### src/design/ufc_pkg.sv
// Constants and types shared by the software flow-control block
package ufc_pkg;
  localparam int UFC_CHAR_W = 8;
  localparam int UFC_CNT_W = 9;
  localparam int UFC_FIFO_DEPTH = 8;
  // Two-bit flow field encodings, shared by transmit and receive halves
  localparam logic [1:0] UFC_SET_NONE = 2'h0;
  localparam logic [1:0] UFC_SET_TWO = 2'h1;
  localparam logic [1:0] UFC_SET_ONE = 2'h2;
  localparam logic [1:0] UFC_SET_BOTH = 2'h3;
  // Upper threshold per receive trigger field, 64-byte mode
  localparam logic [8:0] UFC_UPPER_T0 = 9'h008;
  localparam logic [8:0] UFC_UPPER_T1 = 9'h010;
  localparam logic [8:0] UFC_UPPER_T2 = 9'h038;
  localparam logic [8:0] UFC_UPPER_T3 = 9'h03C;
  // Lower threshold per transmit trigger field, 64-byte mode
  localparam logic [8:0] UFC_LOWER_T0 = 9'h000;
  localparam logic [8:0] UFC_LOWER_T1 = 9'h008;
  localparam logic [8:0] UFC_LOWER_T2 = 9'h010;
  localparam logic [8:0] UFC_LOWER_T3 = 9'h038;
  // Arrivals between Xoff resends
  localparam logic [4:0] UFC_RESEND_N0 = 5'h01;
  localparam logic [4:0] UFC_RESEND_N1 = 5'h04;
  localparam logic [4:0] UFC_RESEND_N2 = 5'h08;
  localparam logic [4:0] UFC_RESEND_N3 = 5'h10;
  localparam logic UFC_KIND_XON = 1'b0;
  localparam logic UFC_KIND_XOFF = 1'b1;
  localparam logic UFC_RST_READY = 1'b1;
  localparam logic UFC_RST_OP1_N = 1'b1;

  typedef enum logic [1:0] {
    UFC_HOLD_NONE,
    UFC_HOLD_ON,
    UFC_HOLD_OFF
  } ufc_hold_t;
endpackage

### src/design/ufc_flow_ctrl.sv
// Xon/Xoff software flow control for one UART channel, with its data FIFO
`timescale 1ns/1ps

module ufc_fifo import ufc_pkg::*; #(
  parameter int WIDTH = UFC_CHAR_W,
  parameter int DEPTH = UFC_FIFO_DEPTH,
  parameter int AW = $clog2(DEPTH),
  parameter int LW = $clog2(DEPTH + 1)
) (
  input wire logic clk_sys_in,
  input wire logic sys_rst_in,
  input wire logic in_valid_in,
  output logic in_ready_out,
  input wire logic [WIDTH-1:0] in_data_in,
  output logic out_valid_out,
  input wire logic out_ready_in,
  output logic [WIDTH-1:0] out_data_out,
  output logic [LW-1:0] level_out
);
  typedef struct packed {
    logic [AW-1:0] wptr;
    logic [AW-1:0] rptr;
    logic [LW-1:0] count;
    logic valid;
    logic [WIDTH-1:0] data;
  } ufc_fifo_st_t;

  ufc_fifo_st_t s_q;
  ufc_fifo_st_t s_d;
  logic [WIDTH-1:0] mem [DEPTH];
  logic wr;
  logic rd;

  assign in_ready_out = s_q.count != LW'(DEPTH);
  assign out_valid_out = s_q.valid;
  assign out_data_out = s_q.data;
  assign level_out = s_q.count;

  always_comb begin
    s_d = s_q;
    wr = in_valid_in && in_ready_out;
    rd = out_valid_out && out_ready_in;
    if (wr) begin
      s_d.wptr = (s_q.wptr == AW'(DEPTH - 1)) ? '0 : s_q.wptr + AW'(1);
    end
    if (rd) begin
      s_d.rptr = (s_q.rptr == AW'(DEPTH - 1)) ? '0 : s_q.rptr + AW'(1);
    end
    s_d.count = s_q.count + LW'(wr) - LW'(rd);
    s_d.valid = s_d.count != '0;
    // Registered head word; bypass a word landing in the head slot
    s_d.data = (wr && s_d.rptr == s_q.wptr) ? in_data_in : mem[s_d.rptr];
  end

  always_ff @(posedge clk_sys_in) begin
    if (sys_rst_in) begin
      s_q <= '0;
    end else begin
      s_q <= s_d;
    end
  end

  always_ff @(posedge clk_sys_in) begin
    if (wr) begin
      mem[s_q.wptr] <= in_data_in;
    end
  end
endmodule

module ufc_flow_ctrl import ufc_pkg::*; #(
  parameter int DEPTH = UFC_FIFO_DEPTH,
  parameter int LW = $clog2(DEPTH + 1)
) (
  input wire logic clk_sys_in,
  input wire logic sys_rst_in,
  input wire logic [3:0] enhanced_feature_reg_in,
  input wire logic [1:0] rx_trigger_in,
  input wire logic [1:0] tx_trigger_in,
  input wire logic fifo_256_mode_in,
  input wire logic [8:0] flow_upper_threshold_in,
  input wire logic [8:0] flow_lower_threshold_in,
  input wire logic [8:0] rx_count_reg_in,
  input wire logic [7:0] xon1_char_in,
  input wire logic [7:0] xon2_char_in,
  input wire logic [7:0] xoff1_char_in,
  input wire logic [7:0] xoff2_char_in,
  input wire logic xon_any_in,
  input wire logic func_select_in,
  input wire logic user_output_one_in,
  input wire logic [1:0] xoff_resend_control_in,
  input wire logic special_char_en_in,
  input wire logic flow_irq_enable_in,
  input wire logic isr_read_in,
  input wire logic rx_char_valid_in,
  output logic rx_char_ready_out,
  input wire logic [7:0] rx_char_in,
  input wire logic rx_parity_err_in,
  output logic rx_data_valid_out,
  input wire logic rx_data_ready_in,
  output logic [7:0] rx_data_out,
  output logic flow_char_valid_out,
  input wire logic flow_char_ready_in,
  output logic [7:0] flow_char_out,
  output logic tx_halt_out,
  output logic tx_flow_xoff_out,
  output logic rx_flow_xoff_out,
  output logic flow_irq_out,
  output logic special_char_out,
  input wire logic tx_fifo_empty_in,
  input wire logic tx_fifo_space_in,
  output logic tx_empty_out,
  output logic thr_empty_out,
  output logic user_output_one_n_out
);
  typedef struct packed {
    ufc_hold_t held;
    logic [7:0] held_char;
    logic pend_valid;
    logic [7:0] pend_char;
    logic rx_ready;
    logic rx_xoff;
    logic irq;
    logic special;
    logic tx_xoff;
    logic [4:0] resend_cnt;
    logic req_pend;
    logic req_kind;
    logic tx_valid;
    logic tx_second;
    logic [7:0] tx_char;
    logic [7:0] tx_next;
    logic tx_empty;
    logic thr_empty;
    logic op1_n;
  } ufc_st_t;

  ufc_st_t s_q;
  ufc_st_t s_d;
  logic push, fifo_in_ready, take, cur_v, rx_en, pair, tx_en, xoff_ok;
  logic f_on, f_off, s_on, s_off, got_on, got_off, any_on, store;
  logic resend_en, req, req_kind;
  logic [7:0] push_data, cur_c, on_c, off_c;
  logic [8:0] upper, lower;
  logic [4:0] resend_n;
  logic [LW-1:0] fifo_level;

  ufc_fifo #(.WIDTH(UFC_CHAR_W), .DEPTH(DEPTH)) u_fifo (
    .clk_sys_in(clk_sys_in),
    .sys_rst_in(sys_rst_in),
    .in_valid_in(push),
    .in_ready_out(fifo_in_ready),
    .in_data_in(push_data),
    .out_valid_out(rx_data_valid_out),
    .out_ready_in(rx_data_ready_in),
    .out_data_out(rx_data_out),
    .level_out(fifo_level)
  );

  assign rx_char_ready_out = s_q.rx_ready;
  assign flow_char_valid_out = s_q.tx_valid;
  assign flow_char_out = s_q.tx_char;
  assign tx_halt_out = s_q.rx_xoff;
  // transmit state bit, no interrupt path
  assign tx_flow_xoff_out = s_q.tx_xoff;
  assign rx_flow_xoff_out = s_q.rx_xoff;
  assign flow_irq_out = s_q.irq;
  assign special_char_out = s_q.special;
  assign tx_empty_out = s_q.tx_empty;
  assign thr_empty_out = s_q.thr_empty;
  assign user_output_one_n_out = s_q.op1_n;

  // Thresholds and resend interval
  always_comb begin
    unique case (rx_trigger_in)
      2'h0: upper = UFC_UPPER_T0;
      2'h1: upper = UFC_UPPER_T1;
      2'h2: upper = UFC_UPPER_T2;
      2'h3: upper = UFC_UPPER_T3;
    endcase
    unique case (tx_trigger_in)
      2'h0: lower = UFC_LOWER_T0;
      2'h1: lower = UFC_LOWER_T1;
      2'h2: lower = UFC_LOWER_T2;
      2'h3: lower = UFC_LOWER_T3;
    endcase
    if (fifo_256_mode_in) begin
      upper = flow_upper_threshold_in;
      lower = flow_lower_threshold_in;
    end
    unique case (xoff_resend_control_in)
      2'h0: resend_n = UFC_RESEND_N0;
      2'h1: resend_n = UFC_RESEND_N1;
      2'h2: resend_n = UFC_RESEND_N2;
      2'h3: resend_n = UFC_RESEND_N3;
    endcase
  end

  always_comb begin
    s_d = s_q;
    s_d.special = 1'b0;
    push = 1'b0;
    push_data = 8'h00;
    got_on = 1'b0;
    got_off = 1'b0;
    any_on = 1'b0;
    store = 1'b0;
    req = 1'b0;
    req_kind = UFC_KIND_XON;
    take = rx_char_valid_in && s_q.rx_ready;
    cur_v = s_q.pend_valid || take;
    cur_c = s_q.pend_valid ? s_q.pend_char : rx_char_in;
    s_d.pend_valid = 1'b0;
    rx_en = enhanced_feature_reg_in[1:0] != UFC_SET_NONE;
    pair = enhanced_feature_reg_in[1:0] == UFC_SET_BOTH;
    on_c = (enhanced_feature_reg_in[1:0] == UFC_SET_TWO) ? xon2_char_in
                                                         : xon1_char_in;
    off_c = (enhanced_feature_reg_in[1:0] == UFC_SET_TWO) ? xoff2_char_in
                                                          : xoff1_char_in;
    xoff_ok = !(xon1_char_in == xoff1_char_in &&
                xon2_char_in == xoff2_char_in);
    f_on = cur_c == xon1_char_in;
    f_off = cur_c == xoff1_char_in && xoff_ok;
    s_on = cur_c == xon2_char_in;
    s_off = cur_c == xoff2_char_in && xoff_ok;
    // parity error does not disqualify a flow char
    if (cur_v && !rx_en) begin
      store = 1'b1;
    end else if (cur_v && !pair) begin
      if (cur_c == on_c) begin
        got_on = 1'b1;
      end else if (cur_c == off_c) begin
        if (s_q.rx_xoff && xon_any_in) begin
          any_on = 1'b1;
        end else begin
          got_off = 1'b1;
        end
      end else begin
        store = 1'b1;
        any_on = xon_any_in;
      end
      // second Xoff code is the special char
      if (special_char_en_in && cur_c == xoff2_char_in &&
          enhanced_feature_reg_in[1:0] == UFC_SET_ONE) begin
        s_d.special = 1'b1;
      end
    end else if (cur_v) begin
      if (s_q.held == UFC_HOLD_ON && s_on) begin
        got_on = 1'b1;
        s_d.held = UFC_HOLD_NONE;
      end else if (s_q.held == UFC_HOLD_OFF && s_off) begin
        got_off = 1'b1;
        s_d.held = UFC_HOLD_NONE;
      end else if (f_on || f_off) begin
        s_d.held = f_on ? UFC_HOLD_ON : UFC_HOLD_OFF;
        s_d.held_char = cur_c;
        any_on = xon_any_in;
      end else if (s_q.held != UFC_HOLD_NONE) begin
        push = 1'b1;
        push_data = s_q.held_char;
        s_d.held = UFC_HOLD_NONE;
        s_d.pend_valid = 1'b1;
        s_d.pend_char = cur_c;
      end else begin
        store = 1'b1;
        any_on = xon_any_in;
        s_d.special = special_char_en_in && s_off;
      end
    end
    if (store) begin
      push = 1'b1;
      push_data = cur_c;
    end
    if (got_off) begin
      s_d.rx_xoff = 1'b1;
    end
    if (got_on || any_on) begin
      s_d.rx_xoff = 1'b0;
    end
    if (!rx_en) begin
      s_d.rx_xoff = 1'b0;
      s_d.held = UFC_HOLD_NONE;
    end
    // clear on read or Xon, set wins
    if (isr_read_in || got_on) begin
      s_d.irq = 1'b0;
    end
    if (got_off && flow_irq_enable_in) begin
      s_d.irq = 1'b1;
    end
    // Three free words cover this cycle's push, a push next cycle and a flush after it
    s_d.rx_ready = !s_d.pend_valid && fifo_level < LW'(DEPTH - 2);

    // function select turns output one into resend enable
    resend_en = func_select_in && user_output_one_in;
    s_d.op1_n = func_select_in ? UFC_RST_OP1_N : !user_output_one_in;
    tx_en = enhanced_feature_reg_in[3:2] != UFC_SET_NONE;
    if (!tx_en) begin
      s_d.tx_xoff = 1'b0;
      s_d.resend_cnt = 5'h00;
    end else if (!s_q.tx_xoff && rx_count_reg_in > upper) begin
      s_d.tx_xoff = 1'b1;
      s_d.resend_cnt = 5'h00;
      req = 1'b1;
      req_kind = UFC_KIND_XOFF;
    // single Xon at the lower threshold
    end else if (s_q.tx_xoff && rx_count_reg_in == lower) begin
      s_d.tx_xoff = 1'b0;
      s_d.resend_cnt = 5'h00;
      req = 1'b1;
      req_kind = UFC_KIND_XON;
    end else if (s_q.tx_xoff && resend_en && take) begin
      if (s_q.resend_cnt + 5'h01 >= resend_n) begin
        s_d.resend_cnt = 5'h00;
        req = 1'b1;
        req_kind = UFC_KIND_XOFF;
      end else begin
        s_d.resend_cnt = s_q.resend_cnt + 5'h01;
      end
    end
    // A newer request replaces one not yet started
    if (req) begin
      s_d.req_pend = 1'b1;
      s_d.req_kind = req_kind;
    end
    if (s_q.tx_valid && flow_char_ready_in) begin
      s_d.tx_valid = s_q.tx_second;
      s_d.tx_second = 1'b0;
      s_d.tx_char = s_q.tx_next;
    end
    if (!s_d.tx_valid && s_d.req_pend) begin
      s_d.req_pend = 1'b0;
      s_d.tx_valid = 1'b1;
      s_d.tx_second = enhanced_feature_reg_in[3:2] == UFC_SET_BOTH;
      s_d.tx_next = s_d.req_kind ? xoff2_char_in : xon2_char_in;
      if (enhanced_feature_reg_in[3:2] == UFC_SET_TWO) begin
        s_d.tx_char = s_d.tx_next;
      end else begin
        s_d.tx_char = s_d.req_kind ? xoff1_char_in : xon1_char_in;
      end
    end
    // line status follows FIFO empty and space inputs only
    s_d.tx_empty = tx_fifo_empty_in;
    s_d.thr_empty = tx_fifo_space_in;
  end

  always_ff @(posedge clk_sys_in) begin
    if (sys_rst_in) begin
      s_q <= '0;
      s_q.rx_ready <= UFC_RST_READY;
      s_q.op1_n <= UFC_RST_OP1_N;
    end else begin
      s_q <= s_d;
    end
  end
endmodule

### config.mk
export PLATFORM = sky130hd
export DESIGN_NAME = ufc_flow_ctrl
export DESIGN_NICKNAME = d
export VERILOG_FILES = /design/src/design/ufc_pkg.sv /design/src/design/ufc_flow_ctrl.sv
export SDC_FILE = /design/constraint.sdc
export NUM_CORES = 1
export LEC_CHECK = 0
export BUFFER_PORTS_ARGS = -buffer_cell sky130_fd_sc_hd__buf_2
export CAP_MARGIN = 20
export CELL_PAD_IN_SITES_DETAIL_PLACEMENT = 1
export CELL_PAD_IN_SITES_GLOBAL_PLACEMENT = 2
export CORE_MARGIN = 5
export CORE_UTILIZATION = 36
export CTS_CLUSTER_DIAMETER = 100
export CTS_CLUSTER_SIZE = 24
export DETAILED_ROUTE_END_ITERATION = 10
export GPL_TIMING_DRIVEN = 0
export PLACE_DENSITY = 0.81
export SETUP_SLACK_MARGIN = 0.2
export SLEW_MARGIN = 20
export SYNTH_ARGS = -nofsm -noshare
export SYNTH_HDL_FRONTEND = slang
export SYNTH_SLANG_ARGS = --single-unit
### constraint.sdc
create_clock -name clk_sys_in -period 3.8 [get_ports clk_sys_in]
set_input_delay 0.19 -clock clk_sys_in [delete_from_list [all_inputs] [get_ports clk_sys_in]]
set_output_delay 0.19 -clock clk_sys_in [all_outputs]
set_load 0.01 [all_outputs]
Word-level counts from Yosys, hierarchy flattened
Memory sizes are Yosys's and may differ from the RTL's. A register that Yosys moved wholly into a read port is not among the register bits.
Cells that the tools add are included.
{ "word_totals": {"mem_bits_ro": 0, "latch_bits": 0, "reg_bits": 63, "memories": 1, "inputBits": 92, "ram_bits": 64} }
{ "mem_list": {"columns": ["name", "depth", "width", "rd", "rd_ports_with_merged_regs", "wr", "line", "source"], "rows": [
  ["u_fifo.mem", 8, 8, 1, 1, 1, "ufc_flow_ctrl.sv:30", "logic [WIDTH-1:0] mem [DEPTH];"]
]} }
{ "classes": {"multipliers": 0, "n_mux": 101, "div": 0, "reduce_logical": 55, "n_eq_ne": 28, "addsub": 5, "shift": 0, "n_lt_le_gt_ge": 3, "n_bitwise": 7} }
{ "op_table": {"columns": ["cell", "count"], "rows": [
  ["8-bit two-way mux", 14],
  ["9-bit two-way mux", 9],
  ["9-bit case mux with 4 select lines", 2],
  ["8-bit equality test", 8],
  ["1-bit two-way mux", 60],
  ["1-bit logical AND", 23],
  ["2-bit equality test (second input constant)", 10],
  ["5-bit case mux with 4 select lines", 1],
  ["18-bit two-way mux", 1],
  ["5-bit two-way mux", 3],
  ["2-bit by 1-bit equality test with 1-bit output (second input constant)", 6],
  ["2-bit two-way mux", 6],
  ["2-bit nonzero test", 6],
  ["10-bit two-way mux", 1],
  ["2-bit OR reduction", 5],
  ["9-bit equality test", 1],
  ["9-bit > comparator", 1],
  ["3-bit two-way mux", 3],
  ["4-bit nonzero test", 2],
  ["1-bit logical NOT", 7],
  ["1-bit NOT", 7],
  ["7-bit AND reduction", 1],
  ["3-bit by 1-bit adder with 3-bit output (second input constant)", 2],
  ["3-bit equality test (second input constant)", 2],
  ["13 further kinds", 18]
]} }

Depth between registers and ports, before layout
{ "logic_depth": {"word_depth": 16, "ltp_mapped": 16, "ltp_nobuf": 14} }

By module
A second synthesis with hierarchy kept.
{ "unflattened": {"hier_cells": 772, "area_unflattened_um2": 7903.8} }
{ "by_module_without_submodules": {"columns": ["module", "cells_each", "n_inst", "area_per_inst_um2"], "rows": [
  ["ufc_flow_ctrl", 497, 1, 4244.1],
  ["ufc_fifo", 275, 1, 3659.8]
]} }

Least setup slack after synthesis
OpenSTA, ideal clock, no wires.
{ "synth_path": {"kind": "register to register", "from": "reg s_q[41] in the netlist's numbering", "to": "reg u_fifo.s_q (netlist bit u_fifo.out_valid_out)", "setup_ns": 0.134, "path_stages_with_launch": 17, "arrival_time_ns": 3.196, "setup_slack_ns": 0.470, "t_required_ns": 3.666, "synth_period_minus_slack_ns": 3.330, "cell_sequence": "dfxtp_1 > buf_6 > mux2i_4 > xnor2_1 > nor4_2 > a41oi_2 > nand4_2 > nand3_2 > nand2b_1 > buf_4 > inv_2 > ha_1 > inv_1 > fa_1 > xor2_1 > nor2_1 > or4_1"} }
{ "synth_between": {"elab_chain_len": 15, "elab_cells_between_ends": 34, "classes_between": "add/sub: 2; eq/ne: 6; mux: 16; reduce/logical: 10"} }
{ "synth_rtl": {"columns": ["item", "line", "source"], "rows": [
  ["start: declaration", "ufc_flow_ctrl.sv:137", "ufc_st_t s_q;"],
  ["8-bit two-way mux", "ufc_flow_ctrl.sv:211", "cur_c = s_q.pend_valid ? s_q.pend_char : rx_char_in;"],
  ["8-bit equality test", "ufc_flow_ctrl.sv:222", "f_off = cur_c == xoff1_char_in && xoff_ok;"],
  ["1-bit logical AND", "ufc_flow_ctrl.sv:222", null],
  ["1-bit logical OR", "ufc_flow_ctrl.sv:253", "end else if (f_on || f_off) begin"],
  ["1-bit two-way mux", "ufc_flow_ctrl.sv:253", null],
  ["1-bit two-way mux", "ufc_flow_ctrl.sv:250", "end else if (s_q.held == UFC_HOLD_OFF && s_off) begin"],
  ["1-bit two-way mux", "ufc_flow_ctrl.sv:247", "if (s_q.held == UFC_HOLD_ON && s_on) begin"],
  ["1-bit two-way mux", "ufc_flow_ctrl.sv:246", "end else if (cur_v) begin"],
  ["1-bit two-way mux", "ufc_flow_ctrl.sv:228", "end else if (cur_v && !pair) begin"],
  ["1-bit two-way mux", "ufc_flow_ctrl.sv:226", "if (cur_v && !rx_en) begin"],
  ["1-bit two-way mux (*)", "ufc_flow_ctrl.sv:269", "if (store) begin"],
  ["1-bit logical AND (*)", "ufc_flow_ctrl.sv:41", "wr = in_valid_in && in_ready_out;"],
  ["named net u_fifo.wr", "ufc_flow_ctrl.sv:31", "logic wr;"],
  ["4-bit by 1-bit adder with 4-bit output (*)", "ufc_flow_ctrl.sv:49", "s_d.count = s_q.count + LW'(wr) - LW'(rd);"],
  ["4-bit by 1-bit subtractor with 4-bit output (*)", "ufc_flow_ctrl.sv:49", null],
  ["4-bit nonzero test (*)", "ufc_flow_ctrl.sv:50", "s_d.valid = s_d.count != '0;"],
  ["end signal: assignment", "ufc_flow_ctrl.sv:57", "s_q <= '0;"],
  ["end signal: assignment", "ufc_flow_ctrl.sv:59", "s_q <= s_d;"],
  ["end: declaration", "ufc_flow_ctrl.sv:28", "ufc_fifo_st_t s_q;"]
]} }
Mark *: on every way through the listed nets, which the timed path passes. The rest lies on a longest branch.
A chain may end at the register's enable or synchronous reset.

Worst setup path in the final report
Same ends and word-level chain as after synthesis.

==> results by group <==
Outcome
  • Outcome: finished clean

Critical path
  • Worst r2r path cells: 18
  • Setup slack, reg-to-reg: 0.14 ns
  • Worst setup path endpoint: u_fifo.out_valid_out
  • CP startpoint: s_q[41]
  • Crit path buffers/inverters: 6
  • Kind of critical path: reg -> reg
  • Reg-to-reg startpoint: s_q[41]
  • CP startpoint kind: register
  • CP peak stage delay: 0.55 ns
  • Critical-path cell list: buf_16 > mux2i_4 > buf_6 > xnor2_1 > nor4_2 > buf_4 > a211oi_4 > o22ai_2 > nand3_4 > nand2b_4 > buf_6 > inv_8 > ha_4 > inv_1 > fa_1 > xor2_1 > nor2_1 > or4_1
  • WP data required: 4.08 ns
  • Crit Path Max Fanout: 5
  • Arrival time worst endpoint: 3.95 ns
  • Critical Path End Type: register
  • Levels on crit path: 18
  • Worst path most repeated cell: buf_6
  • Worst path slowest cell: or4_1
  • FF-to-FF End: u_fifo.out_valid_out
  • Top delay family on crit path: simple AND/OR/NAND/NOR gates

Floorplan
  • Core box area: 20820 sq um
  • Die footprint: 23980 sq um
  • Die X-Extent: 154.9 um
  • DIE HEIGHT: 154.9 um
  • Starting density of the core: 36.28%
  • Boundary Pins: 119
  • FP Rows: 53

Synth
  • Post-synthesis mux area share: 8.082%
  • Post-synthesis simple-gate area fraction: 19.28%
  • Post-synth EDFFs: 64
  • Avg Synthesized Cell Area: 9.888 sq um
  • Synth Area in Adders: 4.240%
  • Synth async-reset ratio: 0%
  • Post-synth cell types: 65
  • Post-synth top area share: 25.44%
  • Xor/xnor share of the synthesized area: 6.724%
  • Synth area leaders: edfxtp_1 (25%), dfxtp_1 (19%), nand2_1 (5.7%), xnor2_1 (4.5%), mux2i_1 (4.5%)
  • Most used DFF post-synth: dfxtp_1
  • Synth Net Count: 881
  • Seq cells post-synth: 135
  • Syn Std Cell Area: 7555 sq um
  • Synth Area in Compound Gates: 12.92%
  • Ys Warns: 0
  • Sequential share of the synthesized area: 44.25%
  • Largest family of logic cells by synthesized area: simple AND/OR/NAND/NOR gates
  • Largest area contributor in the netlist: edfxtp_1
  • Gate count of the mapped netlist: 764

Global route
  • Gr ovfl total: 0
  • Vias in the first global route: 6888
  • Largest net degree at the start of global routing: 17
  • GR Util All Layers: 19.50%
  • First-pass GRT wire length: 36880 um
  • Initial antenna violation count: 0

STA
  • Final TNS setup: 0 ns
  • Slew Limit Fails: 0
  • RSZ-0062 raised after global routing: true
  • Worst setup margin: 0.1377 ns
  • Final min period: 3.662 ns
  • Max Clock Skew: 0.01528 ns
  • Max transition margin: 40.70%
  • Final Hold Viols: 0
  • Fmax: 273.1 MHz
  • Period utilization: 96.38%
  • Final setup fails: 0
  • Worst slew pin tran: 0.8648 ns

Route
  • Final ANT Viol Nets: 0
  • Final WL: 24310 um
  • Avg Vias per Cell: 5.251
  • WL/cell: 19.40 um
  • DRC: 0
  • Pre-antenna DRT Iters: 5
  • DR iter-0 viols: 343
  • Vias: 6580

Pwr
  • PwrDens: 498.5 nW/um^2
  • Pleak: 4.223 nW
  • Design Power: 4.967 mW
  • Worst IR Drop VDD: 0.3204 mV

Clock tree
  • Clk sink count: 135
  • CTS tree: done
  • H-Tree Depth: 4
  • Cts bufs inserted: 17
  • Clock slew at reported path FFs: 0.06 ns
  • Clk buf depth: 2
  • Clock latency on the worst-skew pair: 0.43 ns
  • Root Driver: clkbuf_16

Placement
  • Dpl ws: -0.2229 ns
  • Dpl cell area: 8552 sq um
  • Final GP Congestion: 0.8654
  • Post-DP HPWL: 16720 um
  • IO buf count: 115

Worst hold path
  • Min-delay worst type: in -> reg

Layout
  • Fillers: 2402
  • Layout cells sized above 1: 31.39%
  • Post-route cell area: 9965 sq um
  • Final net count: 1082
  • Finished Core Util: 47.85%
  • Antenna Cells: 0
  • Area growth, synth to finish: 31.90%

Flow run
  • Max-cap violations: 0
[flip-flops by register name, summed over array words and instances (netlist names)]
| register | flops |
|---|---|
| s_q | 35 |
| tx_empty_out | 1 |
| u_fifo.s_q | 6 |
| flow_irq_out | 1 |
| rx_flow_xoff_out | 1 |
| flow_char_out | 8 |
| special_char_out | 1 |
| u_fifo.mem | 64 |
| u_fifo.out_data_out | 8 |
| rx_char_ready_out | 1 |
| tx_flow_xoff_out | 1 |
| u_fifo.level_out | 4 |
| flow_char_valid_out | 1 |
| thr_empty_out | 1 |
| u_fifo.out_valid_out | 1 |
| user_output_one_n_out | 1 |
[power by group]
group	switching [mW]	total, mW	internal [mW]	leakage, nW
combinational	0.907	1.55	0.646	2.77
clock	0.704	1.66	0.961	0.281
sequential	0.0614	1.75	1.69	1.17
total	1.67	4.97	3.29	4.22
[layer usage]
metal,track usage [%],share of wire [%]
met3,3.282,3.7
met5,0,0
met4,5.887,1.8
met2,32.93,50
met1,25.70,44
[layout by cell type (no fill, tap or decap), drive strengths merged, types with 16 or more instances in the layout]
cell type	n
edfxtp	64
a211oi	16
clkbuf	38
ha	24
a21oi	21
dfxtp	71
nand2	114
buf	206
inv	25
nor4	18
o21ai	28
xor2	19
nor2	63
nand3	35
mux2i	42
xnor2	39
a22o	16
[logic make-up (layout without fill, tap and decap cells)]
family                   count (synthesis)  after routing
AO/OA/AOI/OAI                          137            137
XOR/XNOR                                58             58
adder cells (fa/ha/maj)                 25             25
buffers and inverters                   67            281
flip-flops                             135            135
multiplexers                            50             50
AND/OR/NAND/NOR                        292            292
[Yosys cell counts, types with 7 or more instances]
cell,instances
nand2_1,114
dfxtp_1,71
edfxtp_1,64
nor2_1,63
xnor2_1,39
mux2i_1,34
nand3_1,33
o21ai_0,27
ha_1,24
a21oi_1,20
buf_4,19
clkbuf_1,19
xor2_1,19
inv_1,17
a211oi_1,16
a22o_1,16
a21o_1,11
nor3_1,11
o211ai_1,11
nor4_1,9
and3_1,8
buf_2,8
mux2_2,8
mux2i_4,8
nand2b_1,8
nor2b_1,8
o221ai_1,8
nor4_2,7
[worst min path at each step]
stage                                 end  depth (start not counted)  slack, ns                from
floorplan           user_output_one_n_out                          1       0.25  user_output_one_in
global placement    user_output_one_n_out                          2       0.37  user_output_one_in
detailed placement  user_output_one_n_out                          2       0.38  user_output_one_in
CTS                          flow_irq_out                          3      0.003  flow_irq_enable_in
global route                 flow_irq_out                          3       0.02  flow_irq_enable_in
finish                       flow_irq_out                          3       0.02  flow_irq_enable_in
[area by class of cell]
| cell class | count | area, sq um | area share, % |
|---|---|---|---|
| clock buffers | 19 | 454.2 | 4.558 |
| flip-flops and latches | 135 | 3347 | 33.59 |
| multi-input cells | 562 | 4172 | 41.86 |
| inverters | 18 | 75.07 | 0.7534 |
| repair buffers | 182 | 1150 | 11.54 |
| plain buffers | 49 | 286.5 | 2.875 |
| clock inverters | 13 | 136.4 | 1.369 |
| well taps | 275 | 344.1 | 3.453 |
[through the flow]
stage	hold WS (ns)	std cells
after floorplan	0.2519	764
after global placement	0.3672	1154
after detailed placement	0.3751	1160
after CTS	0.003209	1230
after global routing	0.01980	1253
final	0.01806	1253
[worst reg2reg max path, cell delays in order (launching register included)]
cell	delay, ns
dfxtp_4	0.39
buf_16	0.14
mux2i_4	0.35
buf_6	0.15
xnor2_1	0.17
nor4_2	0.07
buf_4	0.17
a211oi_4	0.28
o22ai_2	0.13
nand3_4	0.13
nand2b_4	0.06
buf_6	0.13
inv_8	0.05
ha_4	0.13
inv_1	0.04
fa_1	0.36
xor2_1	0.14
nor2_1	0.08
or4_1	0.55
[timing repair]
action	4_1_cts	5_1_grt
setup buffers	31	23
pin swaps	14	16
endpoints found under the setup margin	11	15
resized for setup	29	26
hold buffers	6	0
hold endpoints to repair	6	0
cloned	1	0
Power figures use the tool's default switching activity.
